**config.mk**
```make
export PLATFORM = sky130hd
export DESIGN_NAME = ast_transceiver
export DESIGN_NICKNAME = d
export VERILOG_FILES = /design/src/core/ast_pkg.sv /design/src/core/ast_transceiver.sv
export SDC_FILE = /design/constraint.sdc
export NUM_CORES = 1
export LEC_CHECK = 0
export BUFFER_PORTS_ARGS = -buffer_cell sky130_fd_sc_hd__buf_2
export CORE_MARGIN = 1.5
export CORE_UTILIZATION = 40
export CTS_BUF_LIST = sky130_fd_sc_hd__clkbuf_4
export DETAILED_ROUTE_END_ITERATION = 7
export PLACE_DENSITY_LB_ADDON = 0.08
export SETUP_SLACK_MARGIN = 0.05
export SLEW_MARGIN = 20
export SYNTH_ARGS = -nofsm -noshare
export SYNTH_HDL_FRONTEND = slang
export SYNTH_SLANG_ARGS = --single-unit
```
**constraint.sdc**
```tcl
create_clock -name core_clk -period 2.6 [get_ports core_clk]
set_input_delay 0.13 -clock core_clk [delete_from_list [all_inputs] [get_ports core_clk]]
set_output_delay 0.13 -clock core_clk [all_outputs]
set_load 0.05 [all_outputs]
```
**src/core/ast_pkg.sv**
```systemverilog
// Constants, states and carrier types of the asynchronous serial transceiver.
// Assumes a 32-bit AHB-Lite slave port with word-aligned registers.
package ast_pkg;
  localparam logic [7:0] OFS_TXSC = 8'h00;
  localparam logic [7:0] OFS_RXSC = 8'h04;
  localparam logic [7:0] OFS_BAUD = 8'h08;
  localparam logic [7:0] OFS_DIVL = 8'h0C;
  localparam logic [7:0] OFS_DIVH = 8'h10;
  localparam logic [7:0] OFS_TXDATA = 8'h14;
  localparam logic [7:0] OFS_RXDATA = 8'h18;
  localparam logic [7:0] OFS_IRQ = 8'h1C;
  localparam int TXSC_NINE = 6;
  localparam int TXSC_EN = 5;
  localparam int TXSC_SYNC = 4;
  localparam int TXSC_FAST = 2;
  localparam int TXSC_EMPTY = 1;
  localparam int TXSC_BIT9 = 0;
  localparam int RXSC_PORT = 7;
  localparam int RXSC_NINE = 6;
  localparam int RXSC_CONT = 4;
  localparam int RXSC_ADDR = 3;
  localparam int RXSC_FERR = 2;
  localparam int RXSC_OERR = 1;
  localparam int RXSC_BIT9 = 0;
  localparam int BAUD_IDLE = 6;
  localparam int BAUD_INV = 4;
  localparam int BAUD_WIDE = 3;
  localparam int IRQ_GLOBAL = 0;
  localparam int IRQ_PERIPH = 1;
  localparam int IRQ_TRANSMIT_IRQ_ENABLE = 2;
  localparam int IRQ_RXIE = 3;
  localparam int IRQ_TXF = 4;
  localparam int IRQ_RXF = 5;
  localparam logic [1:0] HTRANS_NONSEQ = 2'h2;
  localparam logic [2:0] HSIZE_WORD = 3'h2;
  localparam logic [3:0] SAMPLE_FIRST = 4'h7;
  localparam logic [3:0] SAMPLE_MID = 4'h8;
  localparam logic [3:0] SAMPLE_LAST = 4'h9;
  localparam logic [3:0] LAST_TICK = 4'hF;
  localparam logic [1:0] SLOW_PRESCALE = 2'h3;
  localparam logic [3:0] BITS_EIGHT = 4'h8;
  localparam logic [3:0] BITS_NINE = 4'h9;
  typedef enum logic [1:0] {TX_IDLE, TX_START, TX_DATA, TX_STOP} ast_tx_state_t;
  typedef enum logic [1:0] {RX_IDLE, RX_START, RX_DATA, RX_STOP} ast_rx_state_t;
  typedef struct packed {
    logic ferr;
    logic [8:0] data;
  } ast_rx_entry_t;
endpackage

```
**src/core/ast_transceiver.sv**
```systemverilog
// Asynchronous NRZ serial transceiver with an AHB-Lite register slave.
// Assumes one clock, a synchronous active-low reset and a single master.
//
// Behaviour
// - shifter-empty set while shifter idle
// - shifter-empty flag drives no interrupt
// - nine-bit select sends ninth bit
// - all nine bits move together
// - transmitter enable sets buffer-free flag
// - transmit interrupt when all enables set
// - data write starts transmission when enabled
// - receive sampling at sixteen per bit
// - completed characters enter two-entry FIFO
// - receiver needs continuous, async, port enable
// - false start bit abandoned silently
// - full bit time to each centre
// - stop sample low marks framing error
// - push after stop, read pops oldest
// - overrun blocks reception until cleared
// - receive-pending follows unread characters
// - receive interrupt when all enables set
// - least significant bit first
// - start low, data, stop high, idle high unless polarity_invert inverts the transmit pin
// - written character waits for stop bit
// - buffer-free while enabled and holding empty
//
// The placing of the registers and the AHB-Lite interface to the registers were chosen for this implementation.
`timescale 1ns/1ps
module ast_transceiver #(
  parameter int FIFO_DEPTH = 2
) (
  input wire logic core_clk, // 25 MHz system clock
  input wire logic rst_n, // Synchronous reset, active low
  input wire logic hsel, // Slave select
  input wire logic [31:0] haddr, // Byte address
  input wire logic [1:0] htrans, // Transfer type
  input wire logic hwrite, // Write when high
  input wire logic [2:0] hsize, // Transfer size
  input wire logic [31:0] hwdata, // Write data
  input wire logic hready, // Bus ready
  output logic hreadyout, // Slave ready
  output logic [31:0] hrdata, // Read data
  output logic hresp, // Always OKAY
  input wire logic serial_input_pin, // Receive line
  output logic serial_output_pin, // Transmit line
  output logic serial_output_oe_n, // Transmit drive, low drives
  output logic tx_irq, // Transmit interrupt request
  output logic rx_irq // Receive interrupt request
);
  localparam int PTR_W = $clog2(FIFO_DEPTH);

  if (FIFO_DEPTH < 2 || (FIFO_DEPTH & (FIFO_DEPTH - 1)) != 0)
  begin : g_bad_depth
    $error("FIFO_DEPTH must be a power of two, at least 2");
  end

  // Control bits
  logic nine_bit_transmit_select;
  logic transmitter_enable;
  logic sync_mode;
  logic high_speed_divisor_select;
  logic transmit_ninth_bit;
  logic port_enable;
  logic nine_bit_receive_select;
  logic continuous_receive_enable;
  logic address_detect_enable;
  logic polarity_invert;
  logic wide_divisor_select;
  logic [7:0] divisor_low_byte;
  logic [7:0] divisor_high_byte;
  logic global_irq_enable;
  logic peripheral_irq_enable;
  logic transmit_irq_enable;
  logic receive_irq_enable;

  // Bus slave
  logic bus_pend;
  logic bus_write;
  logic [7:0] bus_addr;
  logic bus_wr;
  logic bus_rd;
  logic tx_data_write;
  logic rx_data_read;

  // Divisor
  logic [15:0] div_cnt;
  logic [15:0] divisor;
  logic [1:0] prescale;
  logic tick;

  // Transmitter
  ast_pkg::ast_tx_state_t tx_state;
  logic [3:0] tx_ticks;
  logic [3:0] tx_bits;
  logic [3:0] tx_len;
  logic [8:0] transmit_shifter;
  logic [8:0] transmit_holding_buffer;
  logic hold_valid;
  logic tx_on;
  logic tx_line;
  logic shifter_empty_flag;
  logic transmit_buffer_free_flag;

  // Receiver
  logic rx_s1;
  logic rx_s2;
  logic rx_s3;
  logic rx_level;
  logic rx_prev;
  ast_pkg::ast_rx_state_t rx_state;
  logic [3:0] rx_ticks;
  logic [3:0] rx_bits;
  logic [2:0] rx_win;
  logic [2:0] next_win;
  logic rx_maj;
  logic rx_active;
  logic [8:0] receive_shifter;
  logic [8:0] rx_char;
  logic rx_done;
  logic rx_keep;
  logic overrun;
  ast_pkg::ast_rx_entry_t fifo [FIFO_DEPTH];
  ast_pkg::ast_rx_entry_t head;
  logic [PTR_W-1:0] wr_ptr;
  logic [PTR_W-1:0] rd_ptr;
  logic [PTR_W:0] fifo_count;
  logic fifo_push;
  logic fifo_pop;
  logic receive_pending_flag;

  // AHB-Lite: one wait state so read data comes from a flip-flop
  assign bus_wr = bus_pend && bus_write;
  assign bus_rd = bus_pend && !bus_write;
  assign tx_data_write = bus_wr && bus_addr == ast_pkg::OFS_TXDATA;
  assign rx_data_read = bus_rd && bus_addr == ast_pkg::OFS_RXDATA;

  always_ff @(posedge core_clk)
  begin
    if (!rst_n)
    begin
      bus_pend <= 1'b0;
      bus_write <= 1'b0;
      bus_addr <= 8'h00;
      hreadyout <= 1'b1;
    end
    else if (bus_pend)
    begin
      bus_pend <= 1'b0;
      hreadyout <= 1'b1;
    end
    else if (hsel && hready && htrans == ast_pkg::HTRANS_NONSEQ
             && hsize == ast_pkg::HSIZE_WORD)
    begin
      bus_pend <= 1'b1;
      bus_write <= hwrite;
      bus_addr <= (haddr[31:8] == 24'h000000) ? haddr[7:0] : 8'hFF;
      hreadyout <= 1'b0;
    end
  end

  always_ff @(posedge core_clk)
  begin
    if (!rst_n)
    begin
      hresp <= 1'b0;
    end
    else
    begin
      hresp <= 1'b0;
    end
  end

  always_ff @(posedge core_clk)
  begin
    if (!rst_n)
    begin
      hrdata <= 32'h00000000;
    end
    else if (bus_rd)
    begin
      hrdata <= 32'h00000000;
      unique case (bus_addr)
        ast_pkg::OFS_TXSC:
        begin
          hrdata[ast_pkg::TXSC_NINE] <= nine_bit_transmit_select;
          hrdata[ast_pkg::TXSC_EN] <= transmitter_enable;
          hrdata[ast_pkg::TXSC_SYNC] <= sync_mode;
          hrdata[ast_pkg::TXSC_FAST] <= high_speed_divisor_select;
          hrdata[ast_pkg::TXSC_EMPTY] <= shifter_empty_flag;
          hrdata[ast_pkg::TXSC_BIT9] <= transmit_ninth_bit;
        end
        ast_pkg::OFS_RXSC:
        begin
          hrdata[ast_pkg::RXSC_PORT] <= port_enable;
          hrdata[ast_pkg::RXSC_NINE] <= nine_bit_receive_select;
          hrdata[ast_pkg::RXSC_CONT] <= continuous_receive_enable;
          hrdata[ast_pkg::RXSC_ADDR] <= address_detect_enable;
          hrdata[ast_pkg::RXSC_FERR] <= head.ferr;
          hrdata[ast_pkg::RXSC_OERR] <= overrun;
          hrdata[ast_pkg::RXSC_BIT9] <= head.data[8];
        end
        ast_pkg::OFS_BAUD:
        begin
          hrdata[ast_pkg::BAUD_IDLE] <= rx_state == ast_pkg::RX_IDLE;
          hrdata[ast_pkg::BAUD_INV] <= polarity_invert;
          hrdata[ast_pkg::BAUD_WIDE] <= wide_divisor_select;
        end
        ast_pkg::OFS_DIVL: hrdata[7:0] <= divisor_low_byte;
        ast_pkg::OFS_DIVH: hrdata[7:0] <= divisor_high_byte;
        ast_pkg::OFS_RXDATA: hrdata[7:0] <= head.data[7:0];
        ast_pkg::OFS_IRQ:
        begin
          hrdata[ast_pkg::IRQ_GLOBAL] <= global_irq_enable;
          hrdata[ast_pkg::IRQ_PERIPH] <= peripheral_irq_enable;
          hrdata[ast_pkg::IRQ_TRANSMIT_IRQ_ENABLE] <= transmit_irq_enable;
          hrdata[ast_pkg::IRQ_RXIE] <= receive_irq_enable;
          hrdata[ast_pkg::IRQ_TXF] <= transmit_buffer_free_flag;
          hrdata[ast_pkg::IRQ_RXF] <= receive_pending_flag;
        end
        default: hrdata <= 32'h00000000;
      endcase
    end
  end

  // Software-written control bits
  always_ff @(posedge core_clk)
  begin
    if (!rst_n)
    begin
      nine_bit_transmit_select <= 1'b0;
      transmitter_enable <= 1'b0;
      sync_mode <= 1'b0;
      high_speed_divisor_select <= 1'b0;
      transmit_ninth_bit <= 1'b0;
      port_enable <= 1'b0;
      nine_bit_receive_select <= 1'b0;
      continuous_receive_enable <= 1'b0;
      address_detect_enable <= 1'b0;
      polarity_invert <= 1'b0;
      wide_divisor_select <= 1'b0;
      divisor_low_byte <= 8'h00;
      divisor_high_byte <= 8'h00;
      global_irq_enable <= 1'b0;
      peripheral_irq_enable <= 1'b0;
      transmit_irq_enable <= 1'b0;
      receive_irq_enable <= 1'b0;
    end
    else if (bus_wr)
    begin
      unique case (bus_addr)
        ast_pkg::OFS_TXSC:
        begin
          nine_bit_transmit_select <= hwdata[ast_pkg::TXSC_NINE];
          transmitter_enable <= hwdata[ast_pkg::TXSC_EN];
          sync_mode <= hwdata[ast_pkg::TXSC_SYNC];
          high_speed_divisor_select <= hwdata[ast_pkg::TXSC_FAST];
          transmit_ninth_bit <= hwdata[ast_pkg::TXSC_BIT9];
        end
        ast_pkg::OFS_RXSC:
        begin
          port_enable <= hwdata[ast_pkg::RXSC_PORT];
          nine_bit_receive_select <= hwdata[ast_pkg::RXSC_NINE];
          continuous_receive_enable <= hwdata[ast_pkg::RXSC_CONT];
          address_detect_enable <= hwdata[ast_pkg::RXSC_ADDR];
        end
        ast_pkg::OFS_BAUD:
        begin
          polarity_invert <= hwdata[ast_pkg::BAUD_INV];
          wide_divisor_select <= hwdata[ast_pkg::BAUD_WIDE];
        end
        ast_pkg::OFS_DIVL: divisor_low_byte <= hwdata[7:0];
        ast_pkg::OFS_DIVH: divisor_high_byte <= hwdata[7:0];
        ast_pkg::OFS_IRQ:
        begin
          global_irq_enable <= hwdata[ast_pkg::IRQ_GLOBAL];
          peripheral_irq_enable <= hwdata[ast_pkg::IRQ_PERIPH];
          transmit_irq_enable <= hwdata[ast_pkg::IRQ_TRANSMIT_IRQ_ENABLE];
          receive_irq_enable <= hwdata[ast_pkg::IRQ_RXIE];
        end
        default:
        begin
        end
      endcase
    end
  end

  // Sample-rate enable: one tick per sixteenth of a bit
  assign divisor = wide_divisor_select
                   ? {divisor_high_byte, divisor_low_byte}
                   : {8'h00, divisor_low_byte};

  always_ff @(posedge core_clk)
  begin
    if (!rst_n || !port_enable)
    begin
      div_cnt <= 16'h0000;
      prescale <= 2'h0;
      tick <= 1'b0;
    end
    else
    begin
      tick <= 1'b0;
      if (div_cnt == 16'h0000)
      begin
        div_cnt <= divisor;
        if (high_speed_divisor_select || wide_divisor_select
            || prescale == ast_pkg::SLOW_PRESCALE)
        begin
          prescale <= 2'h0;
          tick <= 1'b1;
        end
        else
        begin
          prescale <= prescale + 2'h1;
        end
      end
      else
      begin
        div_cnt <= div_cnt - 16'h0001;
      end
    end
  end

  // Transmitter
  assign tx_on = transmitter_enable && port_enable && !sync_mode;
  assign shifter_empty_flag = tx_state == ast_pkg::TX_IDLE;
  assign transmit_buffer_free_flag = tx_on && !hold_valid;

  always_ff @(posedge core_clk)
  begin
    if (!rst_n || !port_enable)
    begin
      hold_valid <= 1'b0;
      transmit_holding_buffer <= 9'h000;
    end
    else if (tx_data_write && !hold_valid)
    begin
      hold_valid <= 1'b1;
      // Ninth bit is taken at write time, so set it first
      transmit_holding_buffer <= {transmit_ninth_bit, hwdata[7:0]};
    end
    else if (tx_state == ast_pkg::TX_IDLE && tx_on)
    begin
      hold_valid <= 1'b0;
    end
  end

  always_ff @(posedge core_clk)
  begin
    if (!rst_n || !port_enable)
    begin
      tx_state <= ast_pkg::TX_IDLE;
      tx_ticks <= 4'h0;
      tx_bits <= 4'h0;
      tx_len <= ast_pkg::BITS_EIGHT;
      transmit_shifter <= 9'h000;
    end
    else
    begin
      unique case (tx_state)
        ast_pkg::TX_IDLE:
        begin
          if (hold_valid && tx_on)
          begin
            transmit_shifter <= transmit_holding_buffer;
            tx_len <= nine_bit_transmit_select
                      ? ast_pkg::BITS_NINE : ast_pkg::BITS_EIGHT;
            tx_ticks <= 4'h0;
            tx_bits <= 4'h0;
            tx_state <= ast_pkg::TX_START;
          end
        end
        ast_pkg::TX_START:
        begin
          if (tick)
          begin
            tx_ticks <= tx_ticks + 4'h1;
            if (tx_ticks == ast_pkg::LAST_TICK)
            begin
              tx_state <= ast_pkg::TX_DATA;
            end
          end
        end
        ast_pkg::TX_DATA:
        begin
          if (tick)
          begin
            tx_ticks <= tx_ticks + 4'h1;
            if (tx_ticks == ast_pkg::LAST_TICK)
            begin
              transmit_shifter <= {1'b0, transmit_shifter[8:1]};
              tx_bits <= tx_bits + 4'h1;
              if (tx_bits == tx_len - 4'h1)
              begin
                tx_state <= ast_pkg::TX_STOP;
              end
            end
          end
        end
        ast_pkg::TX_STOP:
        begin
          if (tick)
          begin
            tx_ticks <= tx_ticks + 4'h1;
            if (tx_ticks == ast_pkg::LAST_TICK)
            begin
              tx_state <= ast_pkg::TX_IDLE;
            end
          end
        end
      endcase
    end
  end

  always_comb
  begin
    unique case (tx_state)
      ast_pkg::TX_START: tx_line = 1'b0;
      ast_pkg::TX_DATA: tx_line = transmit_shifter[0];
      default: tx_line = 1'b1;
    endcase
  end

  always_ff @(posedge core_clk)
  begin
    if (!rst_n)
    begin
      serial_output_pin <= 1'b1;
      serial_output_oe_n <= 1'b1;
    end
    else
    begin
      serial_output_pin <= tx_line ^ polarity_invert;
      serial_output_oe_n <= !port_enable;
    end
  end

  // Receive pin: three flip-flops, level changes when last two agree
  always_ff @(posedge core_clk)
  begin
    if (!rst_n)
    begin
      rx_s1 <= 1'b1;
      rx_s2 <= 1'b1;
      rx_s3 <= 1'b1;
      rx_level <= 1'b1;
      rx_prev <= 1'b1;
    end
    else
    begin
      rx_s1 <= serial_input_pin;
      rx_s2 <= rx_s1;
      rx_s3 <= rx_s2;
      if (rx_s2 == rx_s3)
      begin
        rx_level <= rx_s3;
      end
      rx_prev <= rx_level;
    end
  end

  // Receiver
  assign rx_active = continuous_receive_enable && !sync_mode
                     && port_enable && !overrun;
  assign next_win = {rx_win[1:0], rx_level};
  assign rx_maj = (next_win[0] && next_win[1]) || (next_win[0] && next_win[2])
                  || (next_win[1] && next_win[2]);
  assign rx_done = tick && rx_ticks == ast_pkg::SAMPLE_LAST;
  assign rx_char = nine_bit_receive_select
                   ? receive_shifter : {1'b0, receive_shifter[8:1]};
  assign rx_keep = !(address_detect_enable && nine_bit_receive_select
                     && !rx_char[8]);
  assign fifo_push = rx_state == ast_pkg::RX_STOP && rx_done && rx_keep
                     && (fifo_count != (PTR_W + 1)'(FIFO_DEPTH) || fifo_pop);
  assign fifo_pop = rx_data_read && fifo_count != '0;
  assign head = fifo[rd_ptr];
  assign receive_pending_flag = port_enable && fifo_count != '0;

  always_ff @(posedge core_clk)
  begin
    if (!rst_n || !rx_active)
    begin
      rx_state <= ast_pkg::RX_IDLE;
      rx_ticks <= 4'h0;
      rx_bits <= 4'h0;
      rx_win <= 3'h7;
      receive_shifter <= 9'h000;
    end
    else if (rx_state == ast_pkg::RX_IDLE)
    begin
      if (rx_prev && !rx_level)
      begin
        rx_state <= ast_pkg::RX_START;
        rx_ticks <= 4'h0;
        rx_bits <= 4'h0;
      end
    end
    else if (tick)
    begin
      rx_ticks <= rx_ticks + 4'h1;
      if (rx_ticks == ast_pkg::SAMPLE_FIRST
          || rx_ticks == ast_pkg::SAMPLE_MID)
      begin
        rx_win <= next_win;
      end
      if (rx_ticks == ast_pkg::SAMPLE_LAST)
      begin
        unique case (rx_state)
          ast_pkg::RX_START:
          begin
            // Half a bit in: a high line was noise, drop it quietly
            rx_state <= rx_maj ? ast_pkg::RX_IDLE
                               : ast_pkg::RX_DATA;
          end
          ast_pkg::RX_DATA:
          begin
            receive_shifter <= {rx_maj, receive_shifter[8:1]};
            rx_bits <= rx_bits + 4'h1;
            if (rx_bits == (nine_bit_receive_select
                            ? ast_pkg::BITS_NINE : ast_pkg::BITS_EIGHT)
                           - 4'h1)
            begin
              rx_state <= ast_pkg::RX_STOP;
            end
          end
          default:
          begin
            rx_state <= ast_pkg::RX_IDLE;
          end
        endcase
      end
    end
  end

  // Two-entry receive FIFO, held in flip-flops
  always_ff @(posedge core_clk)
  begin
    if (!rst_n || !port_enable)
    begin
      wr_ptr <= '0;
      rd_ptr <= '0;
      fifo_count <= '0;
      overrun <= 1'b0;
    end
    else
    begin
      if (fifo_push)
      begin
        wr_ptr <= wr_ptr + 1'b1;
      end
      if (fifo_pop)
      begin
        rd_ptr <= rd_ptr + 1'b1;
      end
      if (fifo_push && !fifo_pop)
      begin
        fifo_count <= fifo_count + 1'b1;
      end
      else if (fifo_pop && !fifo_push)
      begin
        fifo_count <= fifo_count - 1'b1;
      end
      // Overrun when the third character completes with two unread; reception stops
      if (rx_state == ast_pkg::RX_STOP && rx_done && rx_keep
          && fifo_count == (PTR_W + 1)'(FIFO_DEPTH) && !fifo_pop)
      begin
        overrun <= 1'b1;
      end
      else if (!continuous_receive_enable)
      begin
        overrun <= 1'b0;
      end
    end
  end

  for (genvar i = 0; i < FIFO_DEPTH; i++)
  begin : g_fifo
    always_ff @(posedge core_clk)
    begin
      if (!rst_n)
      begin
        fifo[i] <= '0;
      end
      else if (fifo_push && wr_ptr == PTR_W'(i))
      begin
        fifo[i].data <= rx_char;
        fifo[i].ferr <= !rx_maj;
      end
    end
  end

  // Interrupt requests; the shifter-empty flag stays out of them
  always_ff @(posedge core_clk)
  begin
    if (!rst_n)
    begin
      tx_irq <= 1'b0;
      rx_irq <= 1'b0;
    end
    else
    begin
      tx_irq <= global_irq_enable && peripheral_irq_enable
                && transmit_irq_enable
                && transmit_buffer_free_flag;
      rx_irq <= global_irq_enable && peripheral_irq_enable
                && receive_irq_enable && receive_pending_flag;
    end
  end
endmodule

```
Yosys cells after proc, flatten, opt, wreduce, memory -nomap -nowiden
Memory sizes are Yosys's and may differ from the RTL's. A register that Yosys moved wholly into a read port is not among the register bits.
Cells that the tools add are included.

storage, ports and cells
  flip-flop bits (word level) = 137
  bits in writable memories = 20
  input port bits = 75
  output and inout port bits = 38
  logic and storage cells = 269
  memories kept = 1

memory list
  name  words  bits a word  rd ports  clocked after Yosys merged registers in  write ports  RTL line                RTL
  fifo  2      10           1         1                                        2            ast_transceiver.sv:122  ast_pkg::ast_rx_entry_t fifo [FIFO_DEPTH];

cells by class
  $add $sub $neg = 12
  equality and inequality tests = 37
  mux-type cells = 68
  bitwise operators = 10
  reduce and logical (&&, ||, !) cells = 91

operators by type and width
  operator                                             count
  two-way mux 9 bit                                    6
  two-way mux 4 bit                                    11
  logical AND 1 bit                                    39
  two-way mux 2 bit                                    17
  equality test 8 x 5 -> 1 bit, second input constant  4
  two-way mux 16 bit                                   2
  logical NOT 24 bit                                   1
  AND reduction 2 bit                                  10
  two-way mux 1 bit                                    19
  case mux 3 bit (6 select lines)                      1
  case mux 9 bit (2 select lines)                      1
  adder 4 x 1 -> 4 bit, second input constant          4
  equality test 8 x 4 -> 1 bit, second input constant  2
  logical NOT 16 bit                                   1
  != test 2 bit, second input constant                 8
  case mux 4 bit (2 select lines)                      2
  AND reduction 4 bit                                  4
  subtractor 16 x 1 -> 16 bit, second input constant   1
  equality test 2 bit, second input constant           7
  nonzero test 2 bit                                   7
  logical NOT 1 bit                                    13
  equality test 4 bit, second input constant           3
  case mux 1 bit (6 select lines)                      2
  equality test 4 bit                                  2
  28 further kinds                                     51

Logic depth before layout (Yosys ltp)
  depth after elaboration = 11
  depth in mapped cells = 11
  depth with buffers taken out = 10

Worst setup path after synthesis
Ideal clock, no wire load.

  kind = flip-flop to flip-flop
  start = reg bus_addr[0]
  end = mem fifo[1][0] (netlist name), enable pin
  library setup time = 0.391 ns
  arrival time = 2.208 ns
  data required time = 2.209 ns
  setup slack = 0.001 ns
  stages on the path, launching flop included = 6
  buffers on the path = 1
  clock period less this slack = 2.599 ns
  cells stage by stage = dfxtp_1 -> or4b_1 -> buf_2 -> o311ai_2 -> nand2_1 -> o21ai_0

RTL lines
  what                    RTL line                RTL
  from (decl)             ast_transceiver.sv:79   logic [7:0] bus_addr;
  from (signal assigned)  ast_transceiver.sv:156  bus_addr <= (haddr[31:8] == 24'h000000) ? haddr[7:0] : 8'hFF;
  to (decl)               ast_transceiver.sv:122

Final worst setup path
  start = reg bus_addr[7]
  end = reg fifo_count[1]

on the way
  word-level cells in the longest chain between the ends = 8
  elaborated cells on any way between the ends = 11
  classes of those cells = eq/ne (1); mux (1); reduce/logical (9)

ends and longest elaborated chain
  what                            RTL line                RTL
  equality test 8 x 5 -> 1 bit *  ast_transceiver.sv:135  assign rx_data_read = bus_rd && bus_addr == ast_pkg::OFS_RXDATA;
  logical AND 1 bit *             ast_transceiver.sv:135
  logical AND 1 bit *             ast_transceiver.sv:475  assign fifo_pop = rx_data_read && fifo_count != '0;
  logical OR 1 bit                ast_transceiver.sv:474  && (fifo_count != (PTR_W + 1)'(FIFO_DEPTH) || fifo_pop);
  logical AND 1 bit               ast_transceiver.sv:474
  logical NOT 1 bit               ast_transceiver.sv:559  else if (fifo_pop && !fifo_push)
  logical AND 1 bit               ast_transceiver.sv:559
  nonzero test 2 bit (no line)    --
  to (signal assigned)            ast_transceiver.sv:557  fifo_count <= fifo_count + 1'b1;
  to (signal assigned)            ast_transceiver.sv:561  fifo_count <= fifo_count - 1'b1;
  to (decl)                       ast_transceiver.sv:126  logic [PTR_W:0] fifo_count;

Mark *: on every way between the ends. The rest lies on a longest branch, timed or not.
A chain may end at the register's enable or synchronous reset.

==> impl_metrics.csv <==
group,metric,value,unit
status,status,"finished, violations left",
status,violations,"DRC",
global_routing,track_usage,0.204,
logic_synthesis,synthTopCellsByCount,"135 x dfxtp_1, 93 x nor2_1, 73 x mux2i_1",
job,drv_cap,0,
logic_synthesis,synth_edf_count,20,
power,power,4.05,mW
worst_setup_path,r2r_slack,0.14,ns
placed_design,place_hpwl,14.4,mm
global_routing,grt_max_degree,45,
logic_synthesis,yosysTopAreaCell,"dfxtp_1",
sta,final_hold_viol_count,0,
die,coreArea,0.0181,mm2
sta,grt_setup_unrepaired,"false",
die,die_x,139,um
sta,skew,0.0165,ns
worst_hold_path,hold_path_depth,3,
global_routing,overflow,0,
logic_synthesis,yosysMostFrequentCell,"dfxtp_1",
worst_hold_path,hold_class,"in2reg",
sta,fmax,406,MHz
worst_setup_path,crit_fanout,6,
sta,period_share,0.947,
worst_setup_path,arrival,2.93,ns
clock_tree,htree_levels,4,
route,vias,6166,
power,leakagePower,3.29,nW
die,dieArea,0.0194,mm2
logic_synthesis,async_reset_ff_frac,0,
die,top_level_ports,113,
global_routing,grt_pass1_vias,6081,
die,start_util,0.411,
route,wirelength,19.5,mm
sta,period_needed,2.46,ns
sta,maxSlewHeadroom,0.456,
worst_setup_path,crit_required,3.07,ns
worst_setup_path,r2r_cells,5,
placed_design,place.port_buffers,63,
logic_synthesis,ys.flop_type,"dfxtp_1",
logic_synthesis,synth_top_area_frac,0.364,
final_layout,antenna_cells,0,
clock_tree,cts_buffer_depth,2,
logic_synthesis,synthTopCellsByArea,"dfxtp_1 36%, mux2i_1 9.8%, edfxtp_1 8.1%, nor2_1 4.7%, a21oi_1 3.4%",
sta,slew_violations,0,
logic_synthesis,ys_types,68,
route,drt_iter0_drc,366,
worst_setup_path,start_kind,"register",
logic_synthesis,ys.warnings.count,0,
sta,worst_pin_slew,0.810,ns
logic_synthesis,synth_area_per_cell,9.28,um2
logic_synthesis,synth-seq-area-share,0.444,
sta,finalSetupTns,0,ns
worst_hold_path,min_to,"hreadyout",
clock_tree,clkSlewWorstSetupHoldPaths,0.12,ns
clock_tree,root_buffer,"clkbuf_4",
clock_tree,clock_sinks,155,
power,peakVddDrop,366,uV
power,power.density,479,mW/mm2
die,die_height,139,um
worst_setup_path,reg2reg_from,"bus_addr[7]",
worst_setup_path,path_class,"reg2reg",
route,routed_via_density,5.46,
final_layout,area_growth,13.8,%
route,ant_nets,0,
route,wl_per_cell,17.3,um
logic_synthesis,ys_ff_latch,155,
worst_setup_path,cp-end-kind,"register",
sta,setup_viol,0,
worst_hold_path,hold_path.startpoint,"rst_n",
route,drt_first_pass_iters,8,
clock_tree,cts_tree,"built",
global_routing,antenna_found_initial,1,
die,rows,49,
final_layout,fin_cells,1129,
clock_tree,cts_made_buffers,17,
final_layout,drive_gt1_frac,0.166,
placed_design,dp.cells,1081,
route,route.detailed.drc,6,
logic_synthesis,netlist_area,0.00743,mm2
final_layout,fin_nets,981,
clock_tree,clk_latency,0.54,ns
global_routing,grt_pass1_wl,31.3,mm
placed_design,gp_congestion,0.859,
logic_synthesis,synthCells,801,
worst_setup_path,r2r-end,"fifo_count[1]",
==> cell families after synthesis <==
group,Yosys count,share of synthesized area
AND/OR/NAND/NOR,296,0.205
flip-flops,155,0.444
AO/OA/AOI/OAI,148,0.132
buffers and inverters,86,0.0576
multiplexers,84,0.115
adder cells (fa/ha/maj),18,0.0300
XOR/XNOR,13,0.0153
other,1,0.000504
==> placed cells by master, fill, tap and decap left out, types with 17 or more instances in the layout <==
cell type      count
nand2b_1          17
clkbuf_4          20
conb_1            25
buf_4             29
a21oi_1           50
nand2_1           49
buf_2             63
ha_1              17
o21ai_0           24
mux2i_1           73
nor2_1            93
edfxtp_1          20
inv_1             19
nor3_1            19
dfxtp_1          135
nand3_1           27
dlygate4sd3_1     18
==> state kept, by name, indices dropped and copies added, names as in the netlist, 8 cells and up, named ones only <==
| name | cells |
|---|---|
| divisor_low_byte | 8 |
| hrdata | 8 |
| transmit_holding_buffer | 9 |
| div_cnt | 16 |
| transmit_shifter | 9 |
| bus_addr | 8 |
| receive_shifter | 9 |
| divisor_high_byte | 8 |
| fifo | 20 |
==> area by class of cell <==
type                       instances  area [um2]
timing repair buffer             111         733
tap                              229         287
clock inverter                    10         103
inverter                          20        75.1
multi-input combinational        584        3810
fill                            1744        9620
sequential                       155        3300
clock buffer                      20         150
==> critical path, stage by stage (launching register included) <==
cell and delay [ns]:
dfxtp_1 0.38, or4b_4 0.63, or4_1 0.48, ha_1 0.36
or3_1 0.38, a21oi_1 0.14
==> per-layer routing <==
layer,global-route usage,share of wire,vias to the layer above
li1,-,-,3034
met1,0.253,0.45,2975
met2,0.354,0.49,133
met3,0.0379,0.037,24
met4,0.0761,0.022,0
met5,0,0,-
==> worst max-delay path by stage <==
stage                            from            end  slack [ns]  cells past startpoint
after floorplan           bus_addr[0]  fifo_count[1]        0.20                      6
after global placement    bus_addr[7]  fifo_count[1]        0.16                      5
after detailed placement  bus_addr[7]  fifo_count[1]         0.1                      7
after CTS                 bus_addr[7]  fifo_count[1]        0.05                      7
after global routing      bus_addr[7]  fifo_count[1]        0.09                      5
final                     bus_addr[7]  fifo_count[1]        0.14                      5
==> where the power goes <==
group	internal, mW	total [mW]	switching (mW)	leakage (nW)
clock	0.581	1.39	0.809	0.149
combinational	0.0653	0.215	0.150	1.86
sequential	2.44	2.45	0.00577	1.28
total	3.09	4.05	0.965	3.29
==> through the flow <==
| step | hold slack (ns) | area, um2 | util | setup slack [ns] |
|---|---|---|---|---|
| global route | 0.0206 | 8460 | 0.468 | 0.0883 |
| global placement | 0.319 | 8010 | 0.443 | 0.160 |
| CTS | 0.00420 | 8440 | 0.467 | 0.0503 |
| finish | 0.0610 | 8460 | 0.468 | 0.138 |
| detailed placement | 0.322 | 8010 | 0.443 | 0.0989 |
| floorplan | 0.231 | 7520 | - | 0.199 |
==> what timing repair did <==
item,4_1_cts,5_1_grt
setup endpoints to repair,0,1
hold buffers,18,0
buffers inserted,0,0
gates resized for setup,0,3
hold endpoints to repair,49,0
Power figures use the tool's default switching activity.
